### src/core/bmsg_pkg.sv
package bmsg_pkg;

    // mode select bits as written by software
    typedef struct packed {
        logic serial_inhibit_in_backup;
        logic switchover_select;
    } bmsg_cfg_s;

    // comparator results, each arriving asynchronously from the analog side
    typedef struct packed {
        logic main_below_trip;
        logic main_below_batt;
    } bmsg_cmp_s;

    // power state
    typedef enum logic [1:0] {
        BMSG_ST_MAIN   = 2'b01,
        BMSG_ST_BACKUP = 2'b10
    } bmsg_state_e;

    // reset values of the mode bits: standard switchover, serial kept alive
    localparam logic BMSG_SWITCH_RESET = 1'b0;
    localparam logic BMSG_INHIBIT_RESET = 1'b0;
    localparam logic BMSG_SEL_LEGACY = 1'b1;
    localparam logic BMSG_INH_ON = 1'b1;

    // synchroniser depth
    localparam int BMSG_SYNC_STAGES = 2;

endpackage

### src/core/bmsg_backup_gating.sv
`timescale 1ns/1ps
// What this block does
// - bits 0,0: standard switchover, serial interface stays usable on battery
// - inhibit 0, select 1: legacy switchover, serial stays usable on battery
// - inhibit 1, select 0: standard switchover, serial off during backup
// - bits 1,1: legacy switchover, serial off during backup
// - standard: backup when main below lower of trip threshold and battery
// - legacy: backup when main below battery, trip threshold ignored
// - inhibit modes disable serial interface on entering backup
// - interrupt/frequency output keeps working in backup in every mode
// - after power-up the standard switchover mode is selected
module bmsg_backup_gating (
    // clock and reset
    input wire logic i_sys_clk,
    input wire logic i_reset_n,
    // mode configuration from the control register file
    input wire logic i_cfg_we,
    input wire bmsg_pkg::bmsg_cfg_s i_cfg,
    // analog comparator results (asynchronous)
    input wire bmsg_pkg::bmsg_cmp_s i_cmp,
    // interrupt/frequency source from the alarm and divider logic
    input wire logic i_interrupt_or_freq_output_assert,
    // state and gating outputs
    output bmsg_pkg::bmsg_cfg_s o_cfg,
    output logic o_on_battery,
    output logic o_serial_enable,
    output logic o_nvm_access_ok,
    // open-drain interrupt_or_freq_output pin
    output logic o_interrupt_or_freq_output,
    output logic o_interrupt_or_freq_output_oe
);
    import bmsg_pkg::*;

    bmsg_cfg_s cfg_q;
    bmsg_state_e state_q;
    bmsg_state_e state_d;
    logic below_trip_s;
    logic below_batt_s;
    logic standard_trip;
    logic legacy_trip;
    logic switch_cond;
    logic in_backup_d;
    logic serial_en_d;
    logic fout_drive_q;

    // comparator levels cross into the clock domain before use
    bmsg_sync u_sync_trip (
        .i_sys_clk(i_sys_clk),
        .i_reset_n(i_reset_n),
        .i_async(i_cmp.main_below_trip),
        .o_sync(below_trip_s)
    );

    bmsg_sync u_sync_batt (
        .i_sys_clk(i_sys_clk),
        .i_reset_n(i_reset_n),
        .i_async(i_cmp.main_below_batt),
        .o_sync(below_batt_s)
    );

    // configuration holds until software rewrites it
    always_ff @(posedge i_sys_clk) begin
        if (!i_reset_n) begin
            cfg_q.switchover_select <= BMSG_SWITCH_RESET;
            cfg_q.serial_inhibit_in_backup <= BMSG_INHIBIT_RESET;
        end else if (i_cfg_we) begin
            cfg_q <= i_cfg;
        end
    end

    // below the lower of two levels means below both of them
    assign standard_trip = below_trip_s & below_batt_s;
    assign legacy_trip = below_batt_s;

    assign switch_cond = (cfg_q.switchover_select == BMSG_SEL_LEGACY)
        ? legacy_trip : standard_trip;

    always_comb begin
        state_d = state_q;
        unique case (state_q)
            BMSG_ST_MAIN: begin
                if (switch_cond) begin
                    state_d = BMSG_ST_BACKUP;
                end
            end
            BMSG_ST_BACKUP: begin
                if (!switch_cond) begin
                    state_d = BMSG_ST_MAIN;
                end
            end
            default: begin
                state_d = BMSG_ST_MAIN;
            end
        endcase
    end

    assign in_backup_d = (state_d == BMSG_ST_BACKUP);

    // serial dropped only when inhibit is set and we sit on battery
    assign serial_en_d = !(in_backup_d && (cfg_q.serial_inhibit_in_backup
        == BMSG_INH_ON));

    always_ff @(posedge i_sys_clk) begin
        if (!i_reset_n) begin
            state_q <= BMSG_ST_MAIN;
            o_on_battery <= 1'b0;
            o_serial_enable <= 1'b1;
            o_nvm_access_ok <= 1'b1;
            fout_drive_q <= 1'b0;
        end else begin
            state_q <= state_d;
            o_on_battery <= in_backup_d;
            o_serial_enable <= serial_en_d;
            o_nvm_access_ok <= !in_backup_d;
            // no gating by power state: output runs in every mode
            fout_drive_q <= i_interrupt_or_freq_output_assert;
        end
    end

    assign o_cfg = cfg_q;
    // open drain: pin pulled low while output enable is high
    assign o_interrupt_or_freq_output = 1'b0;
    assign o_interrupt_or_freq_output_oe = !fout_drive_q;

endmodule // bmsg_backup_gating

### src/core/bmsg_sync.sv
`timescale 1ns/1ps
module bmsg_sync (
    // clock and reset
    input wire logic i_sys_clk,
    input wire logic i_reset_n,
    // asynchronous level and its synchronised copy
    input wire logic i_async,
    output logic o_sync
);
    import bmsg_pkg::*;

    logic [BMSG_SYNC_STAGES-1:0] stage_q;

    always_ff @(posedge i_sys_clk) begin
        if (!i_reset_n) begin
            stage_q <= '0;
        end else begin
            stage_q <= {stage_q[BMSG_SYNC_STAGES-2:0], i_async};
        end
    end

    assign o_sync = stage_q[BMSG_SYNC_STAGES-1];

endmodule // bmsg_sync

### config.mk
export PLATFORM = sky130hd
export DESIGN_NAME = bmsg_backup_gating
export DESIGN_NICKNAME = d
export VERILOG_FILES = /design/src/core/bmsg_pkg.sv /design/src/core/bmsg_backup_gating.sv /design/src/core/bmsg_sync.sv
export SDC_FILE = /design/constraint.sdc
export NUM_CORES = 1
export LEC_CHECK = 0
export ABC_AREA = 1
export BUFFER_PORTS_ARGS = -buffer_cell sky130_fd_sc_hd__buf_2
export CAP_MARGIN = 20
export CORE_MARGIN = 2
export CORE_UTILIZATION = 30
export DETAILED_ROUTE_END_ITERATION = 10
export PLACE_DENSITY = 0.61
export SLEW_MARGIN = 0
export SYNTH_ARGS = -nofsm -noshare
export SYNTH_HDL_FRONTEND = slang
export SYNTH_HIERARCHICAL = 1
export SYNTH_SLANG_ARGS = --single-unit
### constraint.sdc
create_clock -name i_sys_clk -period 2.2 [get_ports i_sys_clk]
set_input_delay 0.11 -clock i_sys_clk [delete_from_list [all_inputs] [get_ports i_sys_clk]]
set_output_delay 0.11 -clock i_sys_clk [all_outputs]
set_load 0.01 [all_outputs]
Word level (Yosys, flattened, before mapping). Cells that the tools add are included.

Word-level logic and storage cells: 21. Flip-flop bits (word level): 12. Input port bits: 8. Output and inout bits: 7.

Reductions and logical operators: 4. Muxes and demuxes: 4. Bitwise operators: 1. Equality and inequality tests: 3.

Operators with widths (number): equality test 2 bit (second input constant) (2); two-way mux 2 bit (2); one-hot mux 2 bit (2 select lines) (1); logical NOT 1 bit (3); equality test 2 x 1 -> 1 bit (second input constant) (1); bitwise AND 1 bit (1); logical AND 1 bit (1); two-way mux 1 bit (1).

Depth between registers and ports, before layout.
Word-level depth: 7. Depth in mapped cells: 9. Depth with buffers taken out: 9.

Hierarchy. Netlist, hierarchy kept.

Modules (own cells, without submodules): bmsg_backup_gating (area an instance 365.4 sq um, sequential area each 160.2 sq um, cells an instance 50, instances 1); bmsg_sync (area an instance 55.1 sq um, sequential area each 40.0 sq um, cells an instance 6, instances 2).

Worst setup path before layout. No wires, ideal clock.

Path type: flip-flop to flip-flop. Start point: reg state_q[0]. End point: reg o_serial_enable. Stages on the path, launching flop included: 7. Period minus slack after synthesis: 1143 ps. Data arrival time: 1018 ps. Setup time: 124 ps. Slack: 1057 ps. Required time: 2076 ps. Path buffers: 0. Cell sequence: dfxtp_1 -> inv_1 -> ha_1 -> nor2_1 -> nand2_2 -> nor2_4 -> nand3_1.

Word-level cells in the longest chain between the ends: 5. Elaborated cells between the ends (all ways): 8. Those cells by class: eq/ne (3); mux (3); reduce/logical (2).

RTL lines: start, declared (RTL line bmsg_backup_gating.sv:35) `bmsg_state_e state_q;`; start signal, assigned (RTL line bmsg_backup_gating.sv:111) `state_q <= state_d;`; equality test 2 bit (tied with other cells) (RTL line bmsg_backup_gating.sv:80) `unique case (state_q)`; one-hot mux 2 bit (2 select lines) (*) (RTL line bmsg_backup_gating.sv:80); equality test 2 bit (*) (RTL line bmsg_backup_gating.sv:97) `assign in_backup_d = (state_d == BMSG_ST_BACKUP);`; logical AND 1 bit (*) (RTL line bmsg_backup_gating.sv:100) `assign serial_en_d = !(in_backup_d && (cfg_q.serial_inhibit_in_backup`; logical NOT 1 bit (*) (RTL line bmsg_backup_gating.sv:100); end signal, assigned (RTL line bmsg_backup_gating.sv:113) `o_serial_enable <= serial_en_d;`; end, declared (RTL line bmsg_backup_gating.sv:26) `output logic o_serial_enable,`.

Every way passes the cells marked *; elsewhere a longest branch is shown, timed or not. A chain may end at the register's enable or synchronous reset.

Worst setup path after layout. Ends and elaborated chain as after synthesis.

==> flow_metrics.py <==
metrics = {
    "synthesis": {
        "synth_top_area_share_pct": 50.53,
        "yosysTopAreaCell": "dfxtp_1",
        "synthDistinctLibCells": 15,
        "ys_ff_latch": 12,
        "synth_most_common_cell": "inv_1",
        "synthTopCellsByArea": "dfxtp_1, inv_1, nand2_1",
        "seq_area_frac_synth_pct": 50.53,
        "synthTopCellsByCount": "inv_1, nand2_1, dfxtp_1",
        "synth-async-reset-ratio_pct": 0,
        "synth_edf_count": 0,
        "synth_area_um2": 475.5,
        "netlist_instances": 62,
        "synth.avg_cell_area_um2": 7.669,
        "yosysWarningCount": 6,
        "synth_fp_nets": 72,
        "ys.flop_type": "dfxtp_1",
    },
    "timing": {
        "finalSetupViolCount": 0,
        "final.setup.tns_ns": 0,
        "period_needed_ns": 1.203,
        "slew_viol_final": 0,
        "post-route-period-util_pct": 54.69,
        "hold_viol_final": 0,
        "finClkSkew_ns": 0.003218,
        "hold_ws_ns": 0.01370,
        "rsz0062_at_grt": "false",
        "fmax_mhz": 831.1,
    },
    "worst_setup_path": {
        "end_kind": "flip-flop",
        "critPathRequiredTime_ns": 2.36,
        "worstPathMaxFanout": 3,
        "crit_path_start": "state_q[0]",
        "endpoint": "o_serial_enable",
        "reg2reg_from": "state_q[0]",
        "crit_arrival_ns": 1.36,
        "crit_path_start_kind": "flip-flop",
        "rr_worst_depth": 6,
        "rr_endpoint": "o_serial_enable",
        "r2r_slack_ns": 1.0,
        "criticalPathCategory": "reg -> reg",
    },
    "routing": {
        "post_drt_wl_per_cell_um": 7.372,
        "drt_first_iter_violations": 0,
        "drt-pass1-iter-count": 1,
        "ant_nets": 0,
        "wirelength_um": 693,
        "vias": 379,
        "viasPerCell": 4.032,
        "drc": 0,
    },
    "final_layout": {
        "drive_above_1_share_pct": 33.33,
        "area_growth_pct": 23.95,
        "fin_nets": 89,
        "diodes": 0,
    },
    "place": {
        "io_buffers": 13,
        "hpwl_um": 574.5,
        "gp_congestion": 0.6760,
    },
    "global_routing": {
        "grt_pass1_vias": 327,
        "grt_max_degree": 10,
        "track_usage_pct": 9.881,
        "grt_antenna_before_repair": 0,
        "grt-ovfl-total": 0,
        "grt_pass1_wl_um": 1283,
    },
    "floorplan": {
        "die_h_um": 43.81,
        "dieArea_um2": 1919,
        "rows": 14,
        "start_util_pct": 31.93,
        "die_w_um": 43.81,
        "io_pins": 15,
        "fp.coreArea_um2": 1489,
    },
    "clocking": {
        "insertion_delay_ns": 0.27,
        "clk_pin_slew_ns": 0.07,
        "clock-sinks": 12,
        "holdBufCountCts": 0,
        "cts_tree": "built",
        "h-tree-depth": 1,
        "cts_buffer_depth": 2,
        "post_cts_resized": 0,
        "cts_setup_buffers": 0,
        "cts_root_buffer": "clkbuf_4",
        "cts_buffers": 3,
    },
    "worst_hold_path": {
        "hold_path.class": "in -> reg",
    },
    "flow_run": {
        "max-cap-violations": 0,
    },
    "power": {
        "irDropWorstVdd_mv": 0.4385,
        "powerDensity_nw_per_um2": 853.5,
        "p_leak_nw": 0.3490,
    },
    "status": {
        "outcome": "completed",
    },
}
## critical path, stage by stage, from the launching register on
cell and delay (ns):
dfxtp_1 0.36, inv_1 0.06, ha_1 0.30, inv_1 0.06, nand2_1 0.05, nor2_2 0.17, nand3_1 0.09
## per-layer routing
layer / routed length (µm) / GRT usage, % / part of all wire (%) / vias up
met5: 0 / 0 / 0 / -
met2: 315 / 14.12 / 45 / 13
met3: 37 / 2.500 / 5.3 / 5
met1: 307 / 11.17 / 44 / 155
li1: - / - / - / 206
met4: 32 / 10.91 / 4.6 / 0
## metrics by stage
step	total power, W	worst slack (ns)	area, µm²	utilization, %	std cells
after global routing	0.0005377	0.9279	589.3	39.58	94
final	0.0005030	0.9967	589.3	39.58	94
after detailed placement	0.0003382	0.9978	553.0	37.14	90
after CTS	0.0005110	0.9866	589.3	39.58	94
after global placement	0.0003360	1.019	553.0	37.14	90
after floorplan	0.0003154	1.057	475.5	-	62
## layout by cell type (no fill, tap or decap), drive strengths merged
master  netlist  routed
inv          18      18
nand3         4       4
buf           1      13
conb          1       1
a21oi         1       1
dfxtp        12      12
nor2          5       5
ha            2       2
o21ai         2       2
nand2        16      16
clkbuf        0       4
## sequential cells by signal, indices dropped and copies added (netlist names)
signal               flops
o_on_battery             1
fout_drive_q             1
o_cfg                    2
state_q                  2
u_sync_batt/stage_q      2
o_serial_enable          1
u_sync_trip/stage_q      2
o_nvm_access_ok          1
## power breakdown
part	leakage (nW)	switching, W	internal, W
registers	0.0987	0.00000709	0.000231
logic	0.229	0.0000579	0.0000361
clock network	0.0210	0.0000708	0.000101
total	0.349	0.000136	0.000367
## logic make-up (layout without fill, tap and decap cells)
kind of cell | after synthesis | count (layout) | synth area share [%]
AND/OR/NAND/NOR | 25 | 25 | 24.48
flip-flops | 12 | 12 | 50.53
other | 1 | 1 | 0.7887
buffers and inverters | 19 | 35 | 15.79
AO/OA/AOI/OAI | 3 | 3 | 3.155
adder cells (fa/ha/maj) | 2 | 2 | 5.262
## final cells by class
type,count,area [µm²]
Timing Repair Buffer,13,65.06
Tap cell,16,20.02
Inverter,18,67.56
Clock buffer,4,36.28
Sequential cell,12,240.2
Fill cell,152,899.6
Multi-Input combinational cell,31,160.2
## worst min path at each step
| stage | startpoint | to | cells past startpoint |
|---|---|---|---|
| 2_1_floorplan | i_reset_n | state_q[0] | 1 |
| 3_3_place_gp | i_cmp[0] | u_sync_batt/stage_q[0] | 3 |
| 3_5_place_dp | i_cmp[1] | u_sync_trip/stage_q[0] | 3 |
| 4_1_cts | i_cmp[1] | u_sync_trip/stage_q[0] | 3 |
| 5_1_grt | i_interrupt_or_freq_output_assert | fout_drive_q | 3 |
| 6_report | i_cmp[1] | u_sync_trip/stage_q[0] | 3 |
Power figures use the tool's default switching activity.
